--- src/common/ufbc_pkg.sv ---
// ufbc_pkg: register map, field positions, reset values, states and
// small helpers shared by the frame/baud configuration block.
// assumes a 32-bit apb register bus and one 10 mhz system clock.
package ufbc_pkg;

  localparam int          ADDR_W          = 8;
  // register byte offsets
  localparam logic [7:0]  OFS_FRAME_FMT   = 8'h00;
  localparam logic [7:0]  OFS_BAUD_HIGH   = 8'h04;
  localparam logic [7:0]  OFS_BAUD_LOW    = 8'h08;
  localparam logic [7:0]  OFS_PORT_CTRL   = 8'h0C;
  localparam logic [7:0]  OFS_TX_DATA     = 8'h10;
  localparam logic [7:0]  OFS_RX_DATA     = 8'h14;
  localparam logic [7:0]  OFS_IRQ_STAT    = 8'h18;
  localparam logic [7:0]  OFS_IRQ_CLR     = 8'h1C;
  localparam logic [7:0]  OFS_IRQ_EN      = 8'h20;
  localparam logic [7:0]  OFS_PORT_STAT   = 8'h24;

  // frame_format_control fields
  localparam int          FFC_SYNC_BIT    = 6;
  localparam int          FFC_PAR_EN_BIT  = 5;
  localparam int          FFC_PAR_ODD_BIT = 4;
  localparam int          FFC_STOP_BIT    = 3;
  localparam int          FFC_CSZ_MID_BIT = 2;
  localparam int          FFC_CSZ_LOW_BIT = 1;
  localparam int          FFC_POL_BIT     = 0;
  localparam logic [7:0]  FFC_WMASK       = 8'h7F;
  localparam logic [7:0]  FFC_RESET       = 8'h06;

  // port_control_register fields
  localparam int          PCR_DBL_BIT     = 0;
  localparam int          PCR_CSZ_TOP_BIT = 1;
  localparam int          PCR_TX_EN_BIT   = 2;
  localparam int          PCR_RX_EN_BIT   = 3;
  localparam logic [7:0]  PCR_WMASK       = 8'h0F;
  localparam logic [7:0]  PCR_RESET       = 8'h00;

  localparam logic [7:0]  BDH_WMASK       = 8'h0F;
  localparam logic [11:0] BAUD_RESET      = 12'h000;

  // interrupt status / enable / clear layout
  localparam int          IRQ_W           = 4;
  localparam int          IRQ_TX_DONE     = 0;
  localparam int          IRQ_RX_DONE     = 1;
  localparam int          IRQ_PAR_ERR     = 2;
  localparam int          IRQ_FRM_ERR     = 3;

  // oversampling: 16 per bit, 8 with double speed
  localparam logic [3:0]  OS_NORM_MAX     = 4'hF;
  localparam logic [3:0]  OS_DBL_MAX      = 4'h7;
  localparam logic [3:0]  OS_NORM_MID     = 4'h7;
  localparam logic [3:0]  OS_DBL_MID      = 4'h3;

  localparam logic [3:0]  MAX_BITS        = 4'h9;

  typedef enum logic [5:0] {
    UFBC_TX_IDLE  = 6'b000001,
    UFBC_TX_WAIT  = 6'b000010,
    UFBC_TX_START = 6'b000100,
    UFBC_TX_DATA  = 6'b001000,
    UFBC_TX_PAR   = 6'b010000,
    UFBC_TX_STOP  = 6'b100000
  } ufbc_tx_state_type;

  typedef enum logic [4:0] {
    UFBC_RX_IDLE  = 5'b00001,
    UFBC_RX_START = 5'b00010,
    UFBC_RX_DATA  = 5'b00100,
    UFBC_RX_PAR   = 5'b01000,
    UFBC_RX_STOP  = 5'b10000
  } ufbc_rx_state_type;

  // data bits per character; reserved codes fall back to 8
  function automatic logic [3:0] ufbc_nbits(input logic [2:0] code);
    case (code)
      3'h0:    ufbc_nbits = 4'h5;
      3'h1:    ufbc_nbits = 4'h6;
      3'h2:    ufbc_nbits = 4'h7;
      3'h7:    ufbc_nbits = 4'h9;
      default: ufbc_nbits = 4'h8;
    endcase
  endfunction : ufbc_nbits

  function automatic logic [8:0] ufbc_mask(input logic [3:0] n);
    ufbc_mask = 9'h1FF >> (MAX_BITS - n);
  endfunction : ufbc_mask

endpackage : ufbc_pkg

--- src/hw/ufbc_baud_gen.sv ---
// ufbc_baud_gen: 12-bit baud prescaler, one tick every divisor+1 clocks.
// assumes reload is a one-cycle pulse from the register write decode.
`timescale 1ns/1ns
module ufbc_baud_gen
  import ufbc_pkg::*;
(
  // clock and reset
  input  wire logic        clk_i,
  input  wire logic        rstn_i,
  // divisor control
  input  wire logic [11:0] divisor_i,
  input  wire logic        reload_i,
  // oversample tick
  output logic             tick_o
);

  logic [11:0] cnt_q;

  always_ff @(posedge clk_i or negedge rstn_i) begin
    if (!rstn_i) begin
      cnt_q  <= BAUD_RESET;
      tick_o <= 1'b0;
    end else if (reload_i) begin
      cnt_q  <= divisor_i;
      tick_o <= 1'b0;
    end else if (cnt_q == 12'h000) begin
      cnt_q  <= divisor_i;
      tick_o <= 1'b1;
    end else begin
      cnt_q  <= cnt_q - 12'h001;
      tick_o <= 1'b0;
    end
  end
endmodule : ufbc_baud_gen

--- src/hw/ufbc_core.sv ---
// ufbc_core: usart frame format and baud configuration with a small
// transmitter and receiver that honour it, behind an apb slave.
// assumes rxd is synchronous to CLK_I; transfer clock is driven out.
//
// Local design decisions: the APB slave port and the register offsets.
`timescale 1ns/1ns
module ufbc_core
  import ufbc_pkg::*;
(
  // clock and reset
  input  wire logic                     CLK_I,
  input  wire logic                     RSTN_I,
  // apb slave
  input  wire logic                     PSEL_I,
  input  wire logic                     PENABLE_I,
  input  wire logic                     PWRITE_I,
  input  wire logic [ufbc_pkg::ADDR_W-1:0] PADDR_I,
  input  wire logic [31:0]              PWDATA_I,
  output logic      [31:0]              PRDATA_O,
  output logic                          PREADY_O,
  output logic                          PSLVERR_O,
  // serial pins
  input  wire logic                     RXD_I,
  output logic                          TXD_O,
  output logic                          XCK_O,
  output logic                          XCK_OE_O,
  // interrupt
  output logic                          IRQ_O
);

  logic [7:0]        ffc_q;
  logic [7:0]        pcr_q;
  logic [3:0]        bdh_q;
  logic [7:0]        bdl_q;
  logic [IRQ_W-1:0]  stat_q;
  logic [IRQ_W-1:0]  irq_en_q;
  logic [8:0]        rx_data_q;
  logic              xck_q;
  logic              tick;
  logic              acc;
  logic              wr;
  logic              reload;
  logic              tx_load;
  logic              sync_mode;
  logic              par_on;
  logic              par_odd;
  logic              stop2;
  logic [3:0]        os_max;
  logic [3:0]        os_mid;
  logic [3:0]        nbits;
  logic              launch;
  logic              sample;
  logic              tx_bit;
  logic              rx_samp;
  logic              rx_go;
  logic [IRQ_W-1:0]  ev;
  logic [31:0]       rdata;
  logic              mapped;

  ufbc_tx_state_type tx_st_q;
  logic [8:0]        tx_sh_q;
  logic              tx_par_q;
  logic [3:0]        tx_idx_q;
  logic [3:0]        tx_cnt_q;
  logic              tx_stop_q;
  logic              tx_done_q;

  ufbc_rx_state_type rx_st_q;
  logic [8:0]        rx_sh_q;
  logic              rx_par_q;
  logic [3:0]        rx_idx_q;
  logic [3:0]        rx_cnt_q;
  logic              rx_done_q;
  logic              perr_q;
  logic              ferr_q;

  // ---------------- apb slave ----------------
  assign acc = PSEL_I & PENABLE_I & PREADY_O;
  assign wr  = acc & PWRITE_I;

  always_comb begin
    rdata  = 32'h0000_0000;
    mapped = 1'b1;
    case (PADDR_I)
      OFS_FRAME_FMT: rdata[7:0] = ffc_q;
      OFS_BAUD_HIGH: rdata[3:0] = bdh_q;
      OFS_BAUD_LOW:  rdata[7:0] = bdl_q;
      OFS_PORT_CTRL: rdata[7:0] = pcr_q;
      OFS_TX_DATA:   rdata      = 32'h0000_0000;
      OFS_RX_DATA:   rdata[8:0] = rx_data_q;
      OFS_IRQ_STAT:  rdata[IRQ_W-1:0] = stat_q;
      OFS_IRQ_CLR:   rdata      = 32'h0000_0000;
      OFS_IRQ_EN:    rdata[IRQ_W-1:0] = irq_en_q;
      OFS_PORT_STAT: rdata[1:0] = {rx_st_q != UFBC_RX_IDLE,
                                   tx_st_q != UFBC_TX_IDLE};
      default:       mapped     = 1'b0;
    endcase
  end

  // zero-wait answer: ready in the first access cycle
  always_ff @(posedge CLK_I or negedge RSTN_I) begin
    if (!RSTN_I) begin
      PREADY_O  <= 1'b0;
      PSLVERR_O <= 1'b0;
      PRDATA_O  <= 32'h0000_0000;
    end else begin
      PREADY_O  <= PSEL_I & ~PENABLE_I;
      PSLVERR_O <= PSEL_I & ~PENABLE_I & ~mapped;
      if (PSEL_I & ~PENABLE_I & ~PWRITE_I) begin
        PRDATA_O <= rdata;
      end
    end
  end

  // ---------------- configuration registers ----------------
  always_ff @(posedge CLK_I or negedge RSTN_I) begin
    if (!RSTN_I) begin
      ffc_q <= FFC_RESET;
      pcr_q <= PCR_RESET;
      bdh_q <= BAUD_RESET[11:8];
      bdl_q <= BAUD_RESET[7:0];
    end else if (wr) begin
      case (PADDR_I)
        OFS_FRAME_FMT: ffc_q <= PWDATA_I[7:0] & FFC_WMASK;
        OFS_PORT_CTRL: pcr_q <= PWDATA_I[7:0] & PCR_WMASK;
        OFS_BAUD_HIGH: bdh_q <= PWDATA_I[3:0];
        OFS_BAUD_LOW:  bdl_q <= PWDATA_I[7:0];
        default:       ;
      endcase
    end
  end

  assign reload  = wr & (PADDR_I == OFS_BAUD_LOW);
  assign tx_load = wr & (PADDR_I == OFS_TX_DATA) &
                   (tx_st_q == UFBC_TX_IDLE) & pcr_q[PCR_TX_EN_BIT];

  assign sync_mode = ffc_q[FFC_SYNC_BIT];
  assign par_on    = ffc_q[FFC_PAR_EN_BIT];
  assign par_odd   = ffc_q[FFC_PAR_ODD_BIT];
  assign stop2     = ffc_q[FFC_STOP_BIT];
  assign nbits     = ufbc_nbits({pcr_q[PCR_CSZ_TOP_BIT],
                                 ffc_q[FFC_CSZ_MID_BIT],
                                 ffc_q[FFC_CSZ_LOW_BIT]});
  // double speed only counts in asynchronous mode
  assign os_max = (pcr_q[PCR_DBL_BIT] & ~sync_mode) ?
                  OS_DBL_MAX : OS_NORM_MAX;
  assign os_mid = (pcr_q[PCR_DBL_BIT] & ~sync_mode) ?
                  OS_DBL_MID : OS_NORM_MID;

  ufbc_baud_gen u_baud (
    .clk_i     (CLK_I),
    .rstn_i    (RSTN_I),
    .divisor_i (reload ? {bdh_q, PWDATA_I[7:0]} : {bdh_q, bdl_q}),
    .reload_i  (reload),
    .tick_o    (tick)
  );

  // ---------------- transfer clock ----------------
  always_ff @(posedge CLK_I or negedge RSTN_I) begin
    if (!RSTN_I) begin
      xck_q    <= 1'b0;
      XCK_OE_O <= 1'b0;
    end else begin
      XCK_OE_O <= sync_mode;
      if (!sync_mode) begin
        xck_q <= 1'b0;
      end else if (tick) begin
        xck_q <= ~xck_q;
      end
    end
  end
  assign XCK_O = xck_q;

  // launch edge is rising for polarity 0, falling for polarity 1
  assign launch = sync_mode & tick & (xck_q == ffc_q[FFC_POL_BIT]);
  assign sample = sync_mode & tick & (xck_q != ffc_q[FFC_POL_BIT]);

  assign tx_bit  = sync_mode ? launch : (tick & (tx_cnt_q == os_max));
  assign rx_samp = sync_mode ? sample : (tick & (rx_cnt_q == os_mid));
  assign rx_go   = pcr_q[PCR_RX_EN_BIT] & ~RXD_I &
                   (sync_mode ? sample : tick);

  always_ff @(posedge CLK_I or negedge RSTN_I) begin
    if (!RSTN_I) begin
      tx_cnt_q <= 4'h0;
      rx_cnt_q <= 4'h0;
    end else begin
      if (tx_st_q == UFBC_TX_IDLE) begin
        tx_cnt_q <= 4'h0;
      end else if (tick) begin
        tx_cnt_q <= (tx_cnt_q == os_max) ? 4'h0 : tx_cnt_q + 4'h1;
      end
      if (rx_st_q == UFBC_RX_IDLE) begin
        rx_cnt_q <= 4'h0;
      end else if (tick) begin
        rx_cnt_q <= (rx_cnt_q == os_max) ? 4'h0 : rx_cnt_q + 4'h1;
      end
    end
  end

  // ---------------- transmitter ----------------
  always_ff @(posedge CLK_I or negedge RSTN_I) begin
    if (!RSTN_I) begin
      tx_st_q   <= UFBC_TX_IDLE;
      tx_sh_q   <= 9'h000;
      tx_par_q  <= 1'b0;
      tx_idx_q  <= 4'h0;
      tx_stop_q <= 1'b0;
      tx_done_q <= 1'b0;
      TXD_O     <= 1'b1;
    end else begin
      tx_done_q <= 1'b0;
      case (tx_st_q)
        UFBC_TX_IDLE: begin
          TXD_O <= 1'b1;
          if (tx_load) begin
            tx_sh_q  <= PWDATA_I[8:0] & ufbc_mask(nbits);
            tx_par_q <= par_odd ^
                        (^(PWDATA_I[8:0] & ufbc_mask(nbits)));
            tx_st_q  <= UFBC_TX_WAIT;
          end
        end
        UFBC_TX_WAIT: begin
          if (tx_bit) begin
            TXD_O   <= 1'b0;
            tx_st_q <= UFBC_TX_START;
          end
        end
        UFBC_TX_START: begin
          if (tx_bit) begin
            TXD_O    <= tx_sh_q[0];
            tx_sh_q  <= tx_sh_q >> 1;
            tx_idx_q <= 4'h1;
            tx_st_q  <= UFBC_TX_DATA;
          end
        end
        UFBC_TX_DATA: begin
          if (tx_bit) begin
            if (tx_idx_q == nbits) begin
              if (par_on) begin
                TXD_O   <= tx_par_q;
                tx_st_q <= UFBC_TX_PAR;
              end else begin
                TXD_O     <= 1'b1;
                tx_stop_q <= 1'b0;
                tx_st_q   <= UFBC_TX_STOP;
              end
            end else begin
              TXD_O    <= tx_sh_q[0];
              tx_sh_q  <= tx_sh_q >> 1;
              tx_idx_q <= tx_idx_q + 4'h1;
            end
          end
        end
        UFBC_TX_PAR: begin
          if (tx_bit) begin
            TXD_O     <= 1'b1;
            tx_stop_q <= 1'b0;
            tx_st_q   <= UFBC_TX_STOP;
          end
        end
        UFBC_TX_STOP: begin
          if (tx_bit) begin
            if (stop2 && !tx_stop_q) begin
              tx_stop_q <= 1'b1;
            end else begin
              tx_st_q   <= UFBC_TX_IDLE;
              tx_done_q <= 1'b1;
            end
          end
        end
        default: tx_st_q <= UFBC_TX_IDLE;
      endcase
    end
  end

  // ---------------- receiver ----------------
  always_ff @(posedge CLK_I or negedge RSTN_I) begin
    if (!RSTN_I) begin
      rx_st_q   <= UFBC_RX_IDLE;
      rx_sh_q   <= 9'h000;
      rx_par_q  <= 1'b0;
      rx_idx_q  <= 4'h0;
      rx_done_q <= 1'b0;
      perr_q    <= 1'b0;
      ferr_q    <= 1'b0;
      rx_data_q <= 9'h000;
    end else begin
      rx_done_q <= 1'b0;
      perr_q    <= 1'b0;
      ferr_q    <= 1'b0;
      case (rx_st_q)
        UFBC_RX_IDLE: begin
          rx_sh_q  <= 9'h000;
          rx_par_q <= 1'b0;
          rx_idx_q <= 4'h0;
          if (rx_go) begin
            rx_st_q <= sync_mode ? UFBC_RX_DATA : UFBC_RX_START;
          end
        end
        UFBC_RX_START: begin
          if (rx_samp) begin
            rx_st_q <= RXD_I ? UFBC_RX_IDLE : UFBC_RX_DATA;
          end
        end
        UFBC_RX_DATA: begin
          if (rx_samp) begin
            rx_sh_q  <= {RXD_I, rx_sh_q[8:1]};
            rx_par_q <= rx_par_q ^ RXD_I;
            rx_idx_q <= rx_idx_q + 4'h1;
            if (rx_idx_q == nbits - 4'h1) begin
              rx_st_q <= par_on ? UFBC_RX_PAR : UFBC_RX_STOP;
            end
          end
        end
        UFBC_RX_PAR: begin
          if (rx_samp) begin
            rx_par_q <= rx_par_q ^ RXD_I;
            rx_st_q  <= UFBC_RX_STOP;
          end
        end
        UFBC_RX_STOP: begin
          // only the first stop bit is checked, whatever stop2 says
          if (rx_samp) begin
            rx_st_q   <= UFBC_RX_IDLE;
            rx_done_q <= 1'b1;
            rx_data_q <= rx_sh_q >> (MAX_BITS - nbits);
            perr_q    <= par_on & (rx_par_q != par_odd);
            ferr_q    <= ~RXD_I;
          end
        end
        default: rx_st_q <= UFBC_RX_IDLE;
      endcase
    end
  end

  // ---------------- interrupts ----------------
  always_comb begin
    ev              = '0;
    ev[IRQ_TX_DONE] = tx_done_q;
    ev[IRQ_RX_DONE] = rx_done_q;
    ev[IRQ_PAR_ERR] = perr_q;
    ev[IRQ_FRM_ERR] = ferr_q;
  end

  // a set in the clearing cycle wins
  always_ff @(posedge CLK_I or negedge RSTN_I) begin
    if (!RSTN_I) begin
      stat_q   <= '0;
      irq_en_q <= '0;
      IRQ_O    <= 1'b0;
    end else begin
      if (wr && PADDR_I == OFS_IRQ_CLR) begin
        stat_q <= (stat_q & ~PWDATA_I[IRQ_W-1:0]) | ev;
      end else begin
        stat_q <= stat_q | ev;
      end
      if (wr && PADDR_I == OFS_IRQ_EN) begin
        irq_en_q <= PWDATA_I[IRQ_W-1:0];
      end
      IRQ_O <= |(stat_q & irq_en_q);
    end
  end
endmodule : ufbc_core

--- config.mk ---
export PLATFORM = sky130hd
export DESIGN_NAME = ufbc_core
export DESIGN_NICKNAME = d
export VERILOG_FILES = /design/src/common/ufbc_pkg.sv /design/src/hw/ufbc_baud_gen.sv /design/src/hw/ufbc_core.sv
export SDC_FILE = /design/constraint.sdc
export NUM_CORES = 1
export LEC_CHECK = 0
export ABC_CLOCK_PERIOD_IN_PS = 4200
export BUFFER_PORTS_ARGS = -buffer_cell sky130_fd_sc_hd__buf_4
export CORE_MARGIN = 2
export CORE_UTILIZATION = 51
export DETAILED_ROUTE_END_ITERATION = 6
export PLACE_DENSITY = 0.69
export SYNTH_ARGS = -nofsm -noshare
export SYNTH_HDL_FRONTEND = slang
export SYNTH_HIERARCHICAL = 1
export SYNTH_SLANG_ARGS = --single-unit
--- constraint.sdc ---
create_clock -name CLK_I -period 4.2 [get_ports CLK_I]
set_clock_uncertainty 0.15 [all_clocks]
set_input_delay 0.21 -clock CLK_I [delete_from_list [all_inputs] [get_ports CLK_I]]
set_output_delay 0.21 -clock CLK_I [all_outputs]
set_load 0.02 [all_outputs]
# ---- Word level (Yosys, flattened, before mapping)
# Index checks and enable logic that the tools add are counted.
dict set report word_totals {
  reg_bits 120
  out_inout_bits 38
  in_bits 46
}
dict set report op_classes {
  shifts 2
  addsub 7
  bitwise_logic 33
  reduce_logical 33
  n_mux 82
  eq_ne 52
}
# cell n
set op_table {}
lappend op_table {{$mux W6} 9}
lappend op_table {{$mux W4} 12}
lappend op_table {{$mux W9} 5}
lappend op_table {{$pmux W6 S6} 1}
lappend op_table {{$mux W5} 7}
lappend op_table {{$ne A2 B2 Y1 const B} 17}
lappend op_table {{$eq A8 B5 Y1 const B} 4}
lappend op_table {{$mux W1} 30}
lappend op_table {{$pmux W9 S3} 1}
lappend op_table {{$pmux W5 S5} 1}
lappend op_table {{$mux W12} 2}
lappend op_table {{$and A1 B1 Y1} 19}
lappend op_table {{$pmux W9 S2} 1}
lappend op_table {{$add A4 B1 Y4 const B} 4}
lappend op_table {{$eq A4 B4 Y1} 4}
lappend op_table {{$eq A8 B4 Y1 const B} 2}
lappend op_table {{$eq A8 B6 Y1 const B} 2}
lappend op_table {{$pmux W2 S8} 1}
lappend op_table {{$pmux W4 S2} 2}
lappend op_table {{$pmux W4 S4} 1}
lappend op_table {{$reduce_and A2 Y1} 8}
lappend op_table {{$pmux W2 S7} 1}
lappend op_table {{$logic_not A12 Y1} 1}
lappend op_table {{$pmux W4 S3} 1}
lappend op_table {{other kinds (53)} 73}

# ---- Logic depth before layout (Yosys ltp)
dict set report depth {
  ltp_word 8
  depth_mapped 13
  depth_no_buf 10
}

# ---- Hierarchy
# The synthesis kept the hierarchy.
# module instances cells_each area_each_um2 seq_area_each_um2
set modules_own_cells {}
lappend modules_own_cells {ufbc_core 1 681 6379.9 2683.8}
lappend modules_own_cells {ufbc_baud_gen 1 73 732.0 325.3}

# ---- Worst setup path after synthesis
# No wires, ideal clock.
dict set report synth_timing {
  path_kind {flip-flop to flip-flop}
  startpoint {register ffc_q[1]}
  endpoint {register tx_par_q}
  period_less_slack_ps 3264
  arrival_time_ps 2985
  setup_slack_ps 936
  stages_incl_launch_ff 12
  setup_time_ps 129
  required_time_ps 3921
  cell_sequence {dfstp_2 buf_2 nand2b_1 a21oi_2 inv_1 ha_1 a21boi_1 xnor3_1 and2_0 a2111oi_0 or4_1 nand3_1}
}
dict set report synth_via {
  elab_chain_cells 7
  word_cells_on_any_way 10
  classes_between {1 x add/sub; 3 x eq/ne; 1 x shift; 1 x mux; 2 x bitwise; 2 x reduce/logical}
}
# element line
set synth_rtl {}
lappend synth_rtl {{from (decl)} ufbc_core.sv:31} ;# logic [7:0] ffc_q;
lappend synth_rtl {{from (signal assigned)} ufbc_core.sv:124} ;# OFS_FRAME_FMT: ffc_q <= PWDATA_I[7:0] & FFC_WMASK;
lappend synth_rtl {{$eq A3 B3 Y1 (tied with other cells)} ufbc_pkg.sv:75} ;# case (code)
lappend synth_rtl {{$pmux W4 S4 *} ufbc_pkg.sv:75}
lappend synth_rtl {{$sub A4 B4 Y4 *} ufbc_pkg.sv:85} ;# ufbc_mask = 9'h1FF >> (MAX_BITS - n);
lappend synth_rtl {{$shr A9 B4 Y9 *} ufbc_pkg.sv:85}
lappend synth_rtl {{$and A9 B9 Y9 *} ufbc_core.sv:219} ;# (^(PWDATA_I[8:0] & ufbc_mask(nbits)));
lappend synth_rtl {{$reduce_xor A9 Y1 *} ufbc_core.sv:219}
lappend synth_rtl {{$xor A1 B1 Y1 *} ufbc_core.sv:218} ;# tx_par_q <= par_odd ^
lappend synth_rtl {{to (signal assigned)} ufbc_core.sv:218}
lappend synth_rtl {{to (decl)} ufbc_core.sv:62} ;# logic tx_par_q;
# Every way passes the cells marked *; elsewhere a longest branch is shown, timed or not.
# A chain may end at the register's enable or synchronous reset.

# ---- Worst setup path after layout
dict set report layout_timing {
  startpoint {register ffc_q[2]}
  endpoint {register tx_par_q}
}
# Same word-level chain as after synthesis.

==> metrics.yaml <==
min_path:
  min_from: "PADDR_I[0]"
  hold_class: "primary input to flop"
  hold_end: "PRDATA_O[1]$_DFFE_PN0P_"
  min_path_cells: 4
detailed_routing:
  drt-met1-wl_um: 8090
  routedWlPerCell_um: 18.6
  top_layer_used: "met4"
  met3WireLength_um: 1200
  vias: 5918
  initialDrtViolationCount: 668
  drc_errors: 0
  viasPerCell: 5.98
  ant_nets: 0
  dr.pass1.iters: 5
  routed_wirelength_um: 18400
  wl_met2_um: 8590
worst_setup_path:
  worstSetupPathType: "flop to flop"
  cp.arrival_ps: 4010
  critPathCaptureType: "flop"
  start_kind: "flop"
  r2r_slack_ps: 410
  r2r-start: "ffc_q[2]$_DFFE_PN1P_"
  cp_max_fo: 18
  cp_cell_sequence: "and3_1 > or2_1 > inv_2 > ha_1 > a21boi_1 > xnor3_1 > and2_0 > a2111oi_0 > o2111ai_1 > nand3_1"
  ff2ff_path_depth: 10
  crit_path_top_delay_cell: "dfstp_2"
  max_stage_delay_ps: 750
  worstPathRequired_ps: 4410
  worstReg2RegEnd: "tx_par_q$_DFFE_PN0P_"
clock_tree:
  insertion_delay_ps: 440
  cts.reportedPaths.clkPinSlew_ps: 60
  cts_tree: "yes"
  cts_buffers: 17
  post_cts_buffers: 0
  post_cts_resize_count: 0
  clk_path_buf_depth: 2
  hold_buffers: 15
  cts.sinks: 120
  cts-root-buf: "clkbuf_16"
  ctsHtreeMaxLevel: 4
sta:
  timing.final.crit_period_ps: 3790
  tightest_slew_ps: 1020
  maxSlewHeadroom: 0.319
  max_freq_mhz: 264
  timing.final.crit_share: 0.903
  hold_violations: 0
  setup_viol: 0
  whs_ps: 55.9
  final.setup.tns_ps: 0
  rsz0062_at_grt: "false"
  slew_viol_final: 0
synthesis:
  yosysWarnings: 6
  synth_seq_area_share: 0.423
  synth_top_area_cell: "dfrtp_1"
  synthTopCellsByArea: "dfrtp_1 40%, mux2_2 6.0%, nand2_1 4.3%, o21ai_0 3.7%, mux2i_1 3.4%"
  synth_area_per_cell_um2: 9.43
  synth_edf_count: 0
  synth_area_um2: 7110
  ys_async_sr_fraction: 1.00
  ys_ff_latch: 120
  postSynthCellCount: 754
  yosysTopAreaCellShare: 0.405
  netlist-cell-type-count: 84
  ys.flop_type: "dfrtp_1"
layout:
  fillCellCount: 1162
  layout-drive-gt1-share: 0.180
  n_antenna_cell: 0
  syn_to_final_growth_pct: 14.9
  nets: 853
  fin_cells: 989
  final_core_util: 0.593
  mostFrequentLayoutCells: "115 x dfrtp_1, 82 x nand2_1, 60 x nor2_1"
  layout_commonest_cell: "dfrtp_1"
power:
  ir_drop_mv: 0.276
  p_leak_nw: 3.60
  p_per_area_nw_per_um2: 359
global_route:
  grt_pass1_wl_um: 29700
  globalRouteOverflowTotal: 0
  grt_usage: 0.261
  grt_max_degree: 57
  grt_pass1_vias: 5775
  antenna_found_initial: 0
floorplanning:
  initial_core_util: 0.516
  die_h_um: 122
  dieWidth_um: 122
  die-area_um2: 14900
  rows: 43
  core_um2: 13800
  ioPinCount: 84
placed_design:
  port_buffers: 37
  routabilityCongestion: 0.904
  place_inst: 942
  hpwl_um: 13200
status:
  outcome: "complete, no violations"
job:
  drv_cap: 0
metrics by stage:
step | cell area [um2] | total power (W) | setup slack, ps
after floorplan | 7190 | 0.00141 | 936
after global placement | 7440 | 0.00149 | 741
after detailed placement | 7440 | 0.00150 | 457
after CTS | 8170 | 0.00295 | 444
after global routing | 8170 | 0.00304 | 31.7
final | 8170 | 0.00293 | 408
kinds of logic (layout without fill, tap and decap cells):
logic type | after synthesis | in the layout | synth area share
other | 1 | 23 | 0.000527
AO/OA/AOI/OAI | 168 | 168 | 0.156
buffers and inverters | 82 | 115 | 0.0582
AND/OR/NAND/NOR | 277 | 277 | 0.201
flip-flops | 120 | 120 | 0.423
XOR/XNOR | 31 | 31 | 0.0412
adder cells (fa/ha/maj) | 11 | 11 | 0.0194
multiplexers | 64 | 64 | 0.100
metal layers:
layer	vias to the layer above	track usage
li1	2757	-
met1	2918	0.350
met2	211	0.403
met3	32	0.0758
met4	0	0.0963
met5	-	0
final cells by class:
type | instances | area (um2) | share of cell area
repair buffers | 61 | 495 | 0.0606
clock inverters | 15 | 159 | 0.0194
multi-input cells | 574 | 3780 | 0.462
inverters | 22 | 82.6 | 0.0101
clock buffers | 17 | 425 | 0.0521
well taps | 180 | 225 | 0.0276
flip-flops and latches | 120 | 3010 | 0.368
sequential cells by signal, indices dropped and copies added, names as in the netlist, 4 cells and up:
register	flops
PRDATA_O	9
bdh_q	4
bdl_q	8
ffc_q	7
irq_en_q	4
pcr_q	4
rx_cnt_q	4
rx_data_q	9
rx_idx_q	4
rx_sh_q	9
rx_st_q	5
stat_q	4
tx_cnt_q	4
tx_idx_q	4
tx_sh_q	9
tx_st_q	6
u_baud/cnt_q	12
report_power, final:
group | switching (W) | internal, W
registers | 0.0000463 | 0.00120
logic | 0.000148 | 0.0000961
clock network | 0.000606 | 0.000839
critical path, delay by kind of cell (launching register included):
kind	cells	cell delay [ps]
and+or+nand+nor	4	990
xor gates and xnor gates	1	400
AOI/OAI and AO/OA	3	1130
buffers and inverters	1	80
adders and majority gates	1	220
DFF	1	750
synthesized netlist by cell type (5+ instances only):
master    count
buf_4        25
mux2_2       38
a21oi_1      30
a22o_1        8
o21ai_0      53
xnor2_1      13
dfrtp_1     115
nand4_1       9
o31ai_1      10
nor3_1       20
nand2_1      82
a21o_1        6
nand2b_1      9
a31oi_1       6
nor2b_1      16
and3_1        7
mux2i_1      24
or3_1         5
clkbuf_1     22
a22oi_1       6
nand3b_1      6
dfstp_2       5
nor4_1        5
inv_1        21
buf_2        10
o22ai_1       9
ha_1         11
nand3_1      23
and2_1        6
nor2_1       60
xor2_1       16
worst max path at each step:
stage / startpoint / endpoint
final: ffc_q[2]$_DFFE_PN1P_ / tx_par_q$_DFFE_PN0P_
after global routing: ffc_q[1]$_DFFE_PN1P_ / tx_par_q$_DFFE_PN0P_
after CTS: ffc_q[1]$_DFFE_PN1P_ / tx_par_q$_DFFE_PN0P_
after detailed placement: ffc_q[1]$_DFFE_PN1P_ / tx_par_q$_DFFE_PN0P_
after global placement: ffc_q[1]$_DFFE_PN1P_ / tx_par_q$_DFFE_PN0P_
after floorplan: ffc_q[1]$_DFFE_PN1P_ / tx_par_q$_DFFE_PN0P_
(Power assumes the default switching activity.)
